`config.mk`:
```
export PLATFORM = sky130hd
export DESIGN_NAME = mrl_regs
export DESIGN_NICKNAME = d
export VERILOG_FILES = /design/src/verilog/mrl_pkg.sv /design/src/verilog/mrl_regs.sv
export SDC_FILE = /design/constraint.sdc
export NUM_CORES = 1
export LEC_CHECK = 0
export BUFFER_PORTS_ARGS = -buffer_cell sky130_fd_sc_hd__buf_2
export CORE_MARGIN = 5
export CORE_UTILIZATION = 36
export DETAILED_ROUTE_END_ITERATION = 10
export SLEW_MARGIN = 0
export SYNTH_ARGS = -nofsm -noshare
export SYNTH_HDL_FRONTEND = slang
export SYNTH_SLANG_ARGS = --single-unit
```
`constraint.sdc`:
```
create_clock -name aclk -period 8.3 [get_ports aclk]
set_input_delay 1.66 -clock aclk [delete_from_list [all_inputs] [get_ports aclk]]
set_output_delay 1.66 -clock aclk [all_outputs]
set_load 0.005 [all_outputs]
```
`src/verilog/mrl_pkg.sv`:
```
package mrl_pkg;

  // Bus geometry
  localparam int ADDR_W = 10;
  localparam int DATA_W = 32;
  localparam logic [1:0] RESP_OKAY = 2'b00;

  // Register indices; byte address is four times the index
  localparam logic [7:0] IDX_FLAGS_ONE      = 8'h00;
  localparam logic [7:0] IDX_FLAGS_TWO      = 8'h01;
  localparam logic [7:0] IDX_LOW_INT_SUPPLY = 8'h03;
  localparam logic [7:0] IDX_LOW_EXT_IN1TO4 = 8'h04;
  localparam logic [7:0] IDX_LOW_IN5TO8     = 8'h05;
  localparam logic [7:0] IDX_HIGH_SUPPLY    = 8'h06;
  localparam logic [7:0] IDX_HIGH_IN8       = 8'h0F;
  localparam logic [7:0] IDX_CFG_ONE        = 8'h18;
  localparam logic [7:0] IDX_CFG_TWO        = 8'h19;
  localparam logic [7:0] IDX_CFG_THREE      = 8'h1A;
  localparam logic [7:0] IDX_MASK_ONE       = 8'h1D;
  localparam logic [7:0] IDX_MASK_TWO       = 8'h1E;
  localparam logic [7:0] IDX_OFF_INT        = 8'h1F;
  localparam logic [7:0] IDX_OFF_EXT        = 8'h20;
  localparam logic [7:0] IDX_DEVICE_IDENTIFIER      = 8'h4D;
  localparam logic [7:0] IDX_MAKER_ID       = 8'h4E;
  localparam logic [7:0] IDX_REVISION       = 8'h4F;
  localparam logic [7:0] IDX_LOCK_STATE     = 8'h7F;

  // Channels: supply, internal temp, ext temp or input 1, inputs 2 to 8
  localparam int NCH  = 10;
  localparam int NGRP = 3;
  localparam logic [3:0] CH_SUPPLY  = 4'h0;
  localparam logic [3:0] CH_INTTEMP = 4'h1;
  localparam logic [3:0] CH_EXT_IN1 = 4'h2;
  localparam logic [3:0] CH_IN2     = 4'h3;
  localparam logic [3:0] CH_IN5     = 4'h6;
  localparam logic [3:0] GRP1_FIRST = 4'h2;
  localparam logic [3:0] GRP2_FIRST = 4'h6;

  // Limit register indices and reset values per channel
  localparam logic [7:0] UPPER_IDX [NCH] = '{8'h23, 8'h25, 8'h27, 8'h2B, 8'h2D,
                                             8'h2F, 8'h31, 8'h33, 8'h35, 8'h37};
  localparam logic [7:0] LOWER_IDX [NCH] = '{8'h24, 8'h26, 8'h28, 8'h2C, 8'h2E,
                                             8'h30, 8'h32, 8'h34, 8'h36, 8'h38};
  localparam logic [7:0] UPPER_RST [NCH] = '{8'hC7, 8'h64, 8'hFF, 8'hFF, 8'hFF,
                                             8'hFF, 8'hFF, 8'hFF, 8'hFF, 8'hFF};
  localparam logic [7:0] LOWER_RST [NCH] = '{8'h62, 8'hC9, 8'h00, 8'h00, 8'h00,
                                             8'h00, 8'h00, 8'h00, 8'h00, 8'h00};

  // Reset values and control fields
  localparam logic [7:0] RST_CFG_ONE  = 8'h08;
  localparam logic [7:0] RST_ZERO     = 8'h00;
  localparam int CFG1_ANALOG_BIT      = 1;
  localparam int CFG1_POL_BIT         = 3;
  localparam int CFG3_SWRST_BIT       = 7;
  localparam logic [7:0] CFG3_KEEP    = 8'h7F;

  // Status bit positions
  localparam int ST1_INT_HI = 0;
  localparam int ST1_INT_LO = 1;
  localparam int ST1_EXT_HI = 2;
  localparam int ST1_EXT_LO = 3;
  localparam int ST1_FAULT  = 4;
  localparam int ST1_IN2    = 5;
  localparam int ST2_IN5    = 0;
  localparam int ST2_SUPPLY = 4;

  // One conversion result from the converter
  typedef struct packed {
    logic       valid;
    logic [3:0] chan;
    logic [9:0] code;
    logic       fault;
  } mrl_conv_s;

endpackage : mrl_pkg

```
`src/verilog/mrl_regs.sv`:
```
`timescale 1ns/1ps
module mrl_regs #(
  parameter logic [7:0] DEVICE_IDENTIFIER_VAL = 8'h5A,  // Arbitrary value
  parameter logic [7:0] MAKER_ID_VAL  = 8'h3C,  // Arbitrary value
  parameter logic [7:0] REVISION_VAL  = 8'h01   // Arbitrary value
) (
  // Clock and reset
  input  wire logic                        aclk,
  input  wire logic                        aresetn,
  // Write address
  input  wire logic [mrl_pkg::ADDR_W-1:0]  s_axi_awaddr,
  input  wire logic [2:0]                  s_axi_awprot,
  input  wire logic                        s_axi_awvalid,
  output logic                             s_axi_awready,
  // Write data
  input  wire logic [mrl_pkg::DATA_W-1:0]  s_axi_wdata,
  input  wire logic [3:0]                  s_axi_wstrb,
  input  wire logic                        s_axi_wvalid,
  output logic                             s_axi_wready,
  // Write response
  output logic [1:0]                       s_axi_bresp,
  output logic                             s_axi_bvalid,
  input  wire logic                        s_axi_bready,
  // Read address
  input  wire logic [mrl_pkg::ADDR_W-1:0]  s_axi_araddr,
  input  wire logic [2:0]                  s_axi_arprot,
  input  wire logic                        s_axi_arvalid,
  output logic                             s_axi_arready,
  // Read data
  output logic [mrl_pkg::DATA_W-1:0]       s_axi_rdata,
  output logic [1:0]                       s_axi_rresp,
  output logic                             s_axi_rvalid,
  input  wire logic                        s_axi_rready,
  // Converter results
  input  wire mrl_pkg::mrl_conv_s          conv_in,
  // Interrupt
  output logic                             irq_out
);
  import mrl_pkg::*;

  function automatic logic [1:0] grp_of(input logic [3:0] ch);
    if (ch < GRP1_FIRST) begin
      grp_of = 2'd0;
    end else if (ch < GRP2_FIRST) begin
      grp_of = 2'd1;
    end else begin
      grp_of = 2'd2;
    end
  endfunction : grp_of

  function automatic logic exceeds(input logic [7:0] v, input logic [7:0] lim,
                                   input logic sg);
    exceeds = sg ? ($signed(v) > $signed(lim)) : (v > lim);
  endfunction : exceeds

  // Registers
  logic [7:0]         cfg1_r;
  logic [7:0]         cfg2_r;
  logic [7:0]         cfg3_r;
  logic [7:0]         mask1_r;
  logic [7:0]         mask2_r;
  logic [7:0]         off_int_r;
  logic [7:0]         off_ext_r;
  logic [7:0]         flags1_r;
  logic [7:0]         flags2_r;
  logic [7:0]         flags1_nxt;
  logic [7:0]         flags2_nxt;
  logic [7:0]         upper_r [NCH];
  logic [7:0]         lower_r [NCH];
  logic [7:0]         snap_r  [NCH];
  logic [9:0]         res_r   [NCH];
  logic [7:0]         shown_hi [NCH];
  logic               fault_r;
  logic [NGRP-1:0]    frz_r;
  logic [NGRP-1:0]    frz_nxt;
  logic [NGRP-1:0]    lock_grp;

  // Bus state
  logic                 aw_have_r;
  logic                 w_have_r;
  logic [ADDR_W-1:0]    awaddr_r;
  logic [7:0]           wbyte_r;
  logic                 wstrb0_r;
  logic                 awready_r;
  logic                 wready_r;
  logic                 bvalid_r;
  logic                 arready_r;
  logic                 rvalid_r;
  logic [DATA_W-1:0]    rdata_r;
  logic                 irq_r;

  // Write decode
  wire         aw_take  = s_axi_awvalid && awready_r;
  wire         w_take   = s_axi_wvalid && wready_r;
  wire         wr_fire  = aw_have_r && w_have_r && !bvalid_r;
  wire         wr_en    = wr_fire && wstrb0_r;
  wire [7:0]   wr_idx   = awaddr_r[ADDR_W-1:2];
  wire         swrst    = wr_en && (wr_idx == IDX_CFG_THREE) && wbyte_r[CFG3_SWRST_BIT];

  // Read decode
  wire         rd_fire  = s_axi_arvalid && arready_r;
  wire [7:0]   rd_idx   = s_axi_araddr[ADDR_W-1:2];
  wire [7:0]   low_off  = rd_idx - IDX_LOW_INT_SUPPLY;
  wire [7:0]   high_off = rd_idx - IDX_HIGH_SUPPLY;
  wire [1:0]   low_g    = low_off[1:0];
  wire [3:0]   high_ch  = high_off[3:0];
  wire [1:0]   high_g   = grp_of(high_ch);
  wire         in_low   = (rd_idx >= IDX_LOW_INT_SUPPLY) && (rd_idx <= IDX_LOW_IN5TO8);
  wire         in_high  = (rd_idx >= IDX_HIGH_SUPPLY) && (rd_idx <= IDX_HIGH_IN8);
  wire         rd_flag1 = rd_fire && (rd_idx == IDX_FLAGS_ONE);
  wire         rd_flag2 = rd_fire && (rd_idx == IDX_FLAGS_TWO);
  wire         release_all = rd_fire && in_high && frz_r[high_g];

  // Conversion input
  wire         analog_mode = cfg1_r[CFG1_ANALOG_BIT];
  wire         int_pol_hi  = cfg1_r[CFG1_POL_BIT];
  wire         temp_conv   = (conv_in.chan == CH_INTTEMP) ||
                             ((conv_in.chan == CH_EXT_IN1) && !analog_mode);
  wire [7:0]   off_sel     = (conv_in.chan == CH_INTTEMP) ? off_int_r : off_ext_r;
  wire [9:0]   off_ext10   = {{2{off_sel[7]}}, off_sel};
  wire [9:0]   code_adj    = temp_conv ? (conv_in.code + off_ext10) : conv_in.code;
  wire [7:0]   code_hb     = code_adj[9:2];
  wire         fault_ev    = conv_in.valid && (conv_in.chan == CH_EXT_IN1) &&
                             !analog_mode && conv_in.fault;

  logic [NCH-1:0] ev_hi;
  logic [NCH-1:0] ev_lo;
  logic [NCH-1:0] cond_hi;
  logic [NCH-1:0] cond_lo;

  // Per-channel result, limits and snapshot
  for (genvar g = 0; g < NCH; g++) begin : g_ch
    localparam logic [3:0] CH = 4'(g);
    wire sg  = (CH == CH_INTTEMP) || ((CH == CH_EXT_IN1) && !analog_mode);
    wire hit = conv_in.valid && (conv_in.chan == CH);

    assign ev_hi[g]    = hit && exceeds(code_hb, upper_r[g], sg);
    assign ev_lo[g]    = hit && !exceeds(code_hb, lower_r[g], sg);
    assign cond_hi[g]  = exceeds(res_r[g][9:2], upper_r[g], sg);
    assign cond_lo[g]  = !exceeds(res_r[g][9:2], lower_r[g], sg);
    assign shown_hi[g] = frz_r[grp_of(CH)] ? snap_r[g] : res_r[g][9:2];

    always_ff @(posedge aclk) begin
      if (!aresetn) begin
        res_r[g]   <= 10'h000;
        upper_r[g] <= UPPER_RST[g];
        lower_r[g] <= LOWER_RST[g];
        snap_r[g]  <= 8'h00;
      end else begin
        if (hit) begin
          res_r[g] <= code_adj;
        end
        if (wr_en && (wr_idx == UPPER_IDX[g])) begin
          upper_r[g] <= wbyte_r;
        end
        if (wr_en && (wr_idx == LOWER_IDX[g])) begin
          lower_r[g] <= wbyte_r;
        end
        if (lock_grp[grp_of(CH)]) begin
          snap_r[g] <= res_r[g][9:2];
        end
      end
    end
  end

  // Freeze control; lows are never frozen
  for (genvar k = 0; k < NGRP; k++) begin : g_lock
    assign lock_grp[k] = rd_fire && in_low && (low_g == 2'(k)) && !frz_r[k];
  end
  assign frz_nxt = swrst ? '0 : ((release_all ? '0 : frz_r) | lock_grp);

  // Status events and live conditions
  logic [7:0] st1_ev;
  logic [7:0] st2_ev;
  logic [7:0] st1_cond;
  logic [7:0] st2_cond;
  always_comb begin
    st1_ev   = 8'h00;
    st2_ev   = 8'h00;
    st1_cond = 8'h00;
    st2_cond = 8'h00;
    st1_ev[ST1_INT_HI]   = ev_hi[CH_INTTEMP];
    st1_ev[ST1_INT_LO]   = ev_lo[CH_INTTEMP];
    st1_ev[ST1_EXT_HI]   = analog_mode ? (ev_hi[CH_EXT_IN1] || ev_lo[CH_EXT_IN1])
                                       : ev_hi[CH_EXT_IN1];
    st1_ev[ST1_EXT_LO]   = !analog_mode && ev_lo[CH_EXT_IN1];
    st1_ev[ST1_FAULT]    = fault_ev;
    st2_ev[ST2_SUPPLY]   = ev_hi[CH_SUPPLY] || ev_lo[CH_SUPPLY];
    st1_cond[ST1_INT_HI] = cond_hi[CH_INTTEMP];
    st1_cond[ST1_INT_LO] = cond_lo[CH_INTTEMP];
    st1_cond[ST1_EXT_HI] = analog_mode ? (cond_hi[CH_EXT_IN1] || cond_lo[CH_EXT_IN1])
                                       : cond_hi[CH_EXT_IN1];
    st1_cond[ST1_EXT_LO] = !analog_mode && cond_lo[CH_EXT_IN1];
    st1_cond[ST1_FAULT]  = fault_r;
    st2_cond[ST2_SUPPLY] = cond_hi[CH_SUPPLY] || cond_lo[CH_SUPPLY];
    for (int i = 0; i < 3; i++) begin
      st1_ev[ST1_IN2 + i]   = ev_hi[CH_IN2 + 4'(i)] || ev_lo[CH_IN2 + 4'(i)];
      st1_cond[ST1_IN2 + i] = cond_hi[CH_IN2 + 4'(i)] || cond_lo[CH_IN2 + 4'(i)];
    end
    for (int i = 0; i < 4; i++) begin
      st2_ev[ST2_IN5 + i]   = ev_hi[CH_IN5 + 4'(i)] || ev_lo[CH_IN5 + 4'(i)];
      st2_cond[ST2_IN5 + i] = cond_hi[CH_IN5 + 4'(i)] || cond_lo[CH_IN5 + 4'(i)];
    end
  end

  // Sticky flags, set wins over clear
  wire [7:0] st1_set  = st1_ev & ~mask1_r;
  wire [7:0] st2_set  = st2_ev & ~mask2_r;
  wire [7:0] st1_keep = rd_flag1 ? (flags1_r & st1_cond) : flags1_r;
  wire [7:0] st2_keep = rd_flag2 ? (flags2_r & st2_cond) : flags2_r;
  assign flags1_nxt = (swrst ? 8'h00 : st1_keep) | st1_set;
  assign flags2_nxt = (swrst ? 8'h00 : st2_keep) | st2_set;
  wire irq_any = (|(flags1_r & ~mask1_r)) || (|(flags2_r & ~mask2_r));

  // Low-bit register packing
  logic [7:0] low_val [NGRP];
  assign low_val[0] = {4'h0, res_r[CH_INTTEMP][1:0], res_r[CH_SUPPLY][1:0]};
  assign low_val[1] = {res_r[5][1:0], res_r[4][1:0], res_r[3][1:0], res_r[2][1:0]};
  assign low_val[2] = {res_r[9][1:0], res_r[8][1:0], res_r[7][1:0], res_r[6][1:0]};

  // Read data select
  logic [7:0] rd_val;
  always_comb begin
    rd_val = 8'h00;
    if (in_high) begin
      rd_val = shown_hi[high_ch];
    end else if (in_low) begin
      rd_val = low_val[low_g];
    end
    case (rd_idx)
      IDX_FLAGS_ONE: rd_val = flags1_r;
      IDX_FLAGS_TWO: rd_val = flags2_r;
      IDX_CFG_ONE:   rd_val = cfg1_r;
      IDX_CFG_TWO:   rd_val = cfg2_r;
      IDX_CFG_THREE: rd_val = cfg3_r;
      IDX_MASK_ONE:  rd_val = mask1_r;
      IDX_MASK_TWO:  rd_val = mask2_r;
      IDX_OFF_INT:   rd_val = off_int_r;
      IDX_OFF_EXT:   rd_val = off_ext_r;
      IDX_DEVICE_IDENTIFIER: rd_val = DEVICE_IDENTIFIER_VAL;
      IDX_MAKER_ID:  rd_val = MAKER_ID_VAL;
      IDX_REVISION:  rd_val = REVISION_VAL;
      default: ;
    endcase
    for (int i = 0; i < NCH; i++) begin
      if (rd_idx == UPPER_IDX[i]) begin
        rd_val = upper_r[i];
      end
      if (rd_idx == LOWER_IDX[i]) begin
        rd_val = lower_r[i];
      end
    end
  end

  // Control, status and interrupt registers
  always_ff @(posedge aclk) begin
    if (!aresetn) begin
      cfg1_r    <= RST_CFG_ONE;
      cfg2_r    <= RST_ZERO;
      cfg3_r    <= RST_ZERO;
      mask1_r   <= RST_ZERO;
      mask2_r   <= RST_ZERO;
      off_int_r <= RST_ZERO;
      off_ext_r <= RST_ZERO;
      flags1_r  <= RST_ZERO;
      flags2_r  <= RST_ZERO;
      fault_r   <= 1'b0;
      frz_r     <= '0;
      irq_r     <= 1'b0;
    end else begin
      if (wr_en) begin
        case (wr_idx)
          IDX_CFG_ONE:   cfg1_r    <= wbyte_r;
          IDX_CFG_TWO:   cfg2_r    <= wbyte_r;
          IDX_CFG_THREE: cfg3_r    <= wbyte_r & CFG3_KEEP;
          IDX_MASK_ONE:  mask1_r   <= wbyte_r;
          IDX_MASK_TWO:  mask2_r   <= wbyte_r;
          IDX_OFF_INT:   off_int_r <= wbyte_r;
          IDX_OFF_EXT:   off_ext_r <= wbyte_r;
          default: ;
        endcase
      end
      if (conv_in.valid && (conv_in.chan == CH_EXT_IN1)) begin
        fault_r <= conv_in.fault && !analog_mode;
      end
      flags1_r <= flags1_nxt;
      flags2_r <= flags2_nxt;
      frz_r    <= frz_nxt;
      irq_r    <= int_pol_hi ? irq_any : !irq_any;
    end
  end

  // Write channel handshake
  always_ff @(posedge aclk) begin
    if (!aresetn) begin
      aw_have_r <= 1'b0;
      w_have_r  <= 1'b0;
      awaddr_r  <= '0;
      wbyte_r   <= 8'h00;
      wstrb0_r  <= 1'b0;
      awready_r <= 1'b1;
      wready_r  <= 1'b1;
      bvalid_r  <= 1'b0;
    end else begin
      if (aw_take) begin
        aw_have_r <= 1'b1;
        awaddr_r  <= s_axi_awaddr;
        awready_r <= 1'b0;
      end else if (wr_fire) begin
        aw_have_r <= 1'b0;
      end
      if (w_take) begin
        w_have_r <= 1'b1;
        wbyte_r  <= s_axi_wdata[7:0];
        wstrb0_r <= s_axi_wstrb[0];
        wready_r <= 1'b0;
      end else if (wr_fire) begin
        w_have_r <= 1'b0;
      end
      if (wr_fire) begin
        bvalid_r <= 1'b1;
      end else if (bvalid_r && s_axi_bready) begin
        bvalid_r  <= 1'b0;
        awready_r <= 1'b1;
        wready_r  <= 1'b1;
      end
    end
  end

  // Read channel handshake
  always_ff @(posedge aclk) begin
    if (!aresetn) begin
      arready_r <= 1'b1;
      rvalid_r  <= 1'b0;
      rdata_r   <= '0;
    end else if (rd_fire) begin
      arready_r <= 1'b0;
      rvalid_r  <= 1'b1;
      rdata_r   <= {24'h000000, rd_val};
    end else if (rvalid_r && s_axi_rready) begin
      arready_r <= 1'b1;
      rvalid_r  <= 1'b0;
    end
  end

  assign s_axi_awready = awready_r;
  assign s_axi_wready  = wready_r;
  assign s_axi_bvalid  = bvalid_r;
  assign s_axi_bresp   = RESP_OKAY;
  assign s_axi_arready = arready_r;
  assign s_axi_rvalid  = rvalid_r;
  assign s_axi_rdata   = rdata_r;
  assign s_axi_rresp   = RESP_OKAY;
  assign irq_out       = irq_r;

endmodule : mrl_regs

```
# Word level (Yosys, flattened, before mapping)
# Memories as Yosys holds them, arrays and structs flattened.
# Cells that the tools add are included.
[totals]
wordCells = 560
out_inout_bits = 42
mem_bits_ro = 0
mem_count = 4
latch_bits = 0
ramBits = 340
ff_bits = 110
in_bits = 85
[classes]
n_bitwise = 54
n_div = 0
reduce_logical = 142
mux = 212
add_sub_neg = 3
shift = 0
n_eq_ne = 69
order_cmp = 53
mul = 0
[mem_list]
columns = ["name", "words", "width", "read_ports", "rd_clocked_by_memory_dff", "wr", "line", "source"]
rows = [
  ["res_r", 10, 10, 10, 0, 10, "mrl_regs.sv:71", "logic [9:0] res_r [NCH];"],
  ["lower_r", 10, 8, 10, 0, 10, "mrl_regs.sv:69", "logic [7:0] lower_r [NCH];"],
  ["snap_r", 10, 8, 10, 0, 10, "mrl_regs.sv:70", "logic [7:0] snap_r [NCH];"],
  ["upper_r", 10, 8, 10, 0, 10, "mrl_regs.sv:68", "logic [7:0] upper_r [NCH];"],
]
[op_table]
columns = ["cell", "count"]
rows = [
  ["2-to-1 mux 8 bit", 71],
  ["greater-than comparator 8 bit", 44],
  ["equality test 8 x 6 -> 1 bit, second input constant", 42],
  ["2-to-1 mux 1 bit", 123],
  ["2-to-1 mux 10 bit", 11],
  ["equality test 8 x 5 -> 1 bit, second input constant", 12],
  ["one-hot mux 8 bit (12 select lines)", 1],
  ["logical AND 1 bit", 79],
  ["bitwise OR 1 bit", 40],
  ["bitwise AND 8 bit", 4],
  ["binary-select mux 8 bit (select 4 bit)", 1],
  ["zero test 1 bit", 26],
  ["equality test 8 x 7 -> 1 bit, second input constant", 3],
  ["logical OR 1 bit", 20],
  ["binary-select mux 8 bit (select 2 bit)", 1],
  ["equality test 4 x 3 -> 1 bit, second input constant", 4],
  ["NOT 8 bit", 2],
  ["bitwise OR 8 bit", 2],
  ["OR reduction 8 bit", 2],
  ["AND reduction 2 bit", 7],
  ["adder 10 bit", 1],
  ["bitwise AND 5 x 8 -> 8 bit", 1],
  ["bitwise AND 8 x 5 -> 8 bit", 1],
  ["equality test 4 x 2 -> 1 bit, second input constant", 2],
  ["other kinds (28)", 33],
]

# Depth between registers and ports, before layout
[logic_depth]
ltp_word = 28
ltp_mapped = 23
depth_no_buf = 21

# Worst setup path after synthesis
# OpenSTA, ideal clock, no wires.
[synth_path]
path_kind = "input to register"
startpoint = "input port s_axi_araddr[3] (netlist name)"
endpoint = "memory snap_r[6][0], enable pin"
t_arrival_ns = 6.110
setup_time_ns = 0.466
path_stages = 10
slack_ns = 1.725
path_buffers = 6
required_ns = 7.834
cell_sequence = "clkbuf_1 clkinv_1 buf_1 ha_1 clkbuf_1 clkbuf_1 buf_1 clkbuf_1 nand2_1 o21ai_0"
[synth_rtl]
columns = ["element", "line", "source"]
rows = [
  ["start: declaration", "mrl_regs.sv:25", "input wire logic [mrl_pkg::ADDR_W-1:0] s_axi_araddr,"],
  ["end: declaration", "mrl_regs.sv:70", ""],
]

# Final worst setup path
[layout_path]
startpoint = "input port conv_in[12] (netlist name)"
endpoint = "register flags1_r[2]"
[layout_between]
elab_chain_len = 12
elab_cells_between_ends = 21
cone_classes = "1 x add/sub; 4 x order compare; 2 x eq/ne; 5 x mux; 2 x bitwise; 7 x reduce/logical"
[layout_rtl]
columns = ["element", "line", "source"]
rows = [
  ["start: declaration", "mrl_regs.sv:35", "input wire mrl_pkg::mrl_conv_s conv_in,"],
  ["equality test 4 x 1 -> 1 bit or equality test 4 x 2 -> 1 bit (tied branches)", "mrl_regs.sv:117, mrl_regs.sv:119, mrl_regs.sv:118", ""],
  ["2-to-1 mux 8 bit or logical AND 1 bit (tied branches)", "mrl_regs.sv:119, mrl_regs.sv:118", ""],
  ["adder 10 bit or logical OR 1 bit (tied branches)", "mrl_regs.sv:121, mrl_regs.sv:117", ""],
  ["2-to-1 mux 10 bit *", "mrl_regs.sv:121", "wire [9:0] code_adj = temp_conv ? (conv_in.code + off_ext10) : conv_in.code;"],
  ["named net code_adj[8]", "mrl_regs.sv:121", ""],
  ["greater-than comparator 8 bit", "mrl_regs.sv:53", "exceeds = sg ? ($signed(v) > $signed(lim)) : (v > lim);"],
  ["2-to-1 mux 1 bit", "mrl_regs.sv:53", ""],
  ["zero test 1 bit", "mrl_regs.sv:138", "assign ev_lo[g] = hit && !exceeds(code_hb, lower_r[g], sg);"],
  ["logical AND 1 bit", "mrl_regs.sv:138", ""],
  ["logical OR 1 bit", "mrl_regs.sv:184", "st1_ev[ST1_EXT_HI] = analog_mode ? (ev_hi[CH_EXT_IN1] || ev_lo[CH_EXT_IN1])"],
  ["2-to-1 mux 1 bit *", "mrl_regs.sv:184", ""],
  ["bitwise AND 8 bit *", "mrl_regs.sv:207", "wire [7:0] st1_set = st1_ev & ~mask1_r;"],
  ["bitwise OR 8 bit *", "mrl_regs.sv:211", "assign flags1_nxt = (swrst ? 8'h00 : st1_keep) | st1_set;"],
  ["end signal: assignment", "mrl_regs.sv:286", "flags1_r <= flags1_nxt;"],
  ["end: declaration", "mrl_regs.sv:64", "logic [7:0] flags1_r;"],
]
# Mark *: on every way through the listed nets, which the timed path passes. The rest lies on a longest branch.
# A chain may end at the register's enable or synchronous reset.

==> results by group <==
Routing
  • Wire length per cell: 25.9 um
  • Initial DRC count: 2974
  • Drt pass-1 iters: 6
  • DRT Wirelength: between 100000 and 150000 um
  • Vias per cell: around 6
  • Drt drc: 0
  • Vias: 23900
  • Post-DRT Antenna Nets: 0

Setup path
  • Critical Path RT: between 8000 and 9000 ps
  • Setup CP Type: input pin to register
  • Worst-path maximum fanout: 20
  • Register-to-Register Path Depth: 20
  • CP Launch Type: input pin
  • Worst r2r dst: flags1_r[2]
  • Crit. End Element: register
  • R2r startpoint: off_int_r[0]
  • CP arrival: about 6700 ps
  • FF-to-FF setup slack: around 3600 ps

Layout
  • Final Instance Area: about 33000 um^2
  • Synthesis-to-layout area growth: 10.1%
  • Finished Layout Cells: 4086
  • Final nets: between 3000 and 4000
  • Share of cells above drive strength 1: a little under a tenth
  • Most frequent cells in the layout: 340 x edfxtp_1, 334 x ha_1, 197 x inv_1, 188 x nor2_1, 180 x nand2_1
  • Most common cell after layout, fill and taps aside: edfxtp_1

Yosys
  • Post-synthesis cell count: just under 3000
  • #FFs+latches synth: ~450
  • EDFF count, synth: 340
  • Sequential element share of the synthesized area: roughly two fifths
  • Most used DFF post-synth: edfxtp_1
  • Count of cell types in the netlist: just over 80
  • Yosys warns: 0
  • Mapped Avg Cell Area: 9.96 um^2
  • Post-synth ARST share: 0%
  • Mapped Area: 29600 um^2

STA
  • Final Hold Viols: 0
  • Relative slew slack: 13.8%
  • Post-Route Skew: approximately 24 ps
  • Final WS setup: slightly above 2000 ps
  • Slew Viols, Final: 0
  • Max Clock Freq: about 0.16 GHz
  • Post-Route Setup TNS: 0 ps
  • Fin crit share: approximately three quarters
  • Final Setup Violations: 0
  • RSZ-0062 raised after global routing: no
  • WHS: approximately 470 ps
  • Least-Margin Pin Slew: approximately 1300 ps
  • Final min period: roughly 6300 ps

Min path
  • Min-delay worst type: register to register
  • Hold Path Sink: wstrb0_r
  • HP Start: wstrb0_r
  • WHS Path Cells: 2

Clocking
  • Clk_lat worst skew: between 600 and 700 ps
  • Root buf cell: clkbuf_16
  • CTS tree: done
  • Worst-path clk slew: around 60 ps
  • Total CTS buffers: 48
  • Clk buf depth: 3
  • Hold_buf cts: 0
  • Setup Fix Bufs, Post-CTS: 0
  • CTS H-tree lvls: 2
  • Gates resized, CTS repair: 0
  • Number of clock sinks: around 450

Placement
  • Final HPWL DP: slightly above 80000 um
  • Placed Cells: approximately 4000
  • Placer's final routability congestion estimate: 1.02
  • IO buf count: about 60
  • DP Area: a little over 30000 um^2
  • Pre-CTS WS: about 1600 ps

Die
  • Core area: between 80000 and 90000 um^2
  • Initial Util: a little over a third
  • # IOs: roughly 130
  • Die Wd: 297 um
  • # rows: between 100 and 150
  • Die ar.: 88100 um^2
  • Die height: around 300 um

GRT
  • Initial antenna violation count: 6
  • Total track usage: between 20% and 30%
  • Pin count of the biggest net entering global routing: 75
  • Number of global-route vias before repair: between 20000 and 25000
  • Total congestion overflow: 0
  • First-pass GRT wire length: 152000 um

Pwr
  • P_leak: 0.0134 uW
  • Pwr Density: ~160 nW/um^2
  • Worst VDD drop: about 0.13 mV

Run status
  • Status: complete, no violations

Run
  • Max Cap Violations: 0
[worst max-delay path, cell delays in order]
cell and delay [ps]:
buf_2 160, nand2b_1 200, nor3_2 170, buf_4 250, mux2_2 450, ha_1 240, fa_1 410, a21o_1 180
a21o_1 200, a21o_1 180, a21o_1 200, a21oi_1 220, and4b_1 240, nor3_2 50, buf_4 220, inv_1 70
buf_4 320, ha_1 310, a21o_1 160, a21oi_1 160, o21ai_0 150, a211oi_1 270, o22ai_1 120, o2bb2ai_1 130
[report_power, final]
part	total [uW]	switching (uW)	internal [uW]	leakage, uW
clock network	2200	950	1250	0.000783
registers	2530	81.9	2450	0.00410
logic	572	371	201	0.00853
total	5300	1400	3900	0.0134
[cell families (layout without fill, tap and decap cells)]
kind of cell    count (synthesis)  after routing  synth area share, %
mux                           106            106                 5.41
simple gates                  995            995                 17.6
flops                         445            445                 41.6
fa+ha+maj                     336            336                 14.2
compound gates                687            687                 15.4
other cells                     1             30               0.0127
buf+inv                       391            405                 5.38
xor+xnor                       12             12                0.355
[final cells by class]
| type | instances | area (um^2) |
|---|---|---|
| clock buffers | 61 | 1300 |
| multi-input cells | 2164 | 15900 |
| fillers | 7917 | 49300 |
| clock inverters | 28 | 287 |
| flip-flops and latches | 445 | 12300 |
| repair buffers | 118 | 748 |
| inverters | 198 | 743 |
| well taps | 1070 | 1340 |
| diodes | 2 | 5.00 |
[registers in the layout, indices dropped and copies added (netlist names), 80 cells and up]
register	flops
res_r	100
lower_r	80
snap_r	80
upper_r	80
[per-layer routing]
layer  part of all wire (%)  GRT usage, %
met1                     44          33.1
met2                     43          34.8
met3                    8.4          3.88
met4                    4.5          8.75
met5                      0             0
[cells in the mapped netlist, types with 16 or more instances]
cell type	instances	area, um^2
a21boi_0	47	353
and2_1	159	995
nand2b_1	34	213
a21o_1	54	405
o21a_1	57	428
a221oi_1	17	149
nor2b_1	82	513
nand4_1	56	350
or3_1	82	513
and3_1	25	156
a211oi_1	25	188
nor2_1	188	706
o22ai_1	30	188
nand3_1	98	490
ha_1	335	4190
buf_1	16	60.1
clkbuf_1	138	518
mux2i_1	53	531
inv_1	197	739
buf_4	28	210
dfxtp_1	105	2100
edfxtp_1	340	10200
mux4_2	42	946
nand2_1	180	676
o211ai_1	17	128
o21ai_0	158	791
nor3_1	44	220
a21oi_1	129	646
a22oi_1	21	158
[how the worst max path moves through the flow]
| stage | start | slack (ps) | endpoint |
|---|---|---|---|
| after floorplan | s_axi_araddr[3] | 1720 | snap_r[6][0] |
| after global placement | conv_in[12] | 1620 | flags1_r[2] |
| after detailed placement | conv_in[12] | 1560 | flags1_r[2] |
| after CTS | conv_in[12] | 2180 | flags1_r[2] |
| after global routing | conv_in[12] | 1850 | flags1_r[2] |
| final | conv_in[12] | 2050 | flags1_r[2] |
[through the flow]
stage,total power [uW],utilization [%]
floorplan,2900,-
global placement,3130,37.9
detailed placement,3140,37.9
CTS,5310,39.8
global route,5460,39.8
finish,5300,39.8
(Power assumes the default switching activity.)
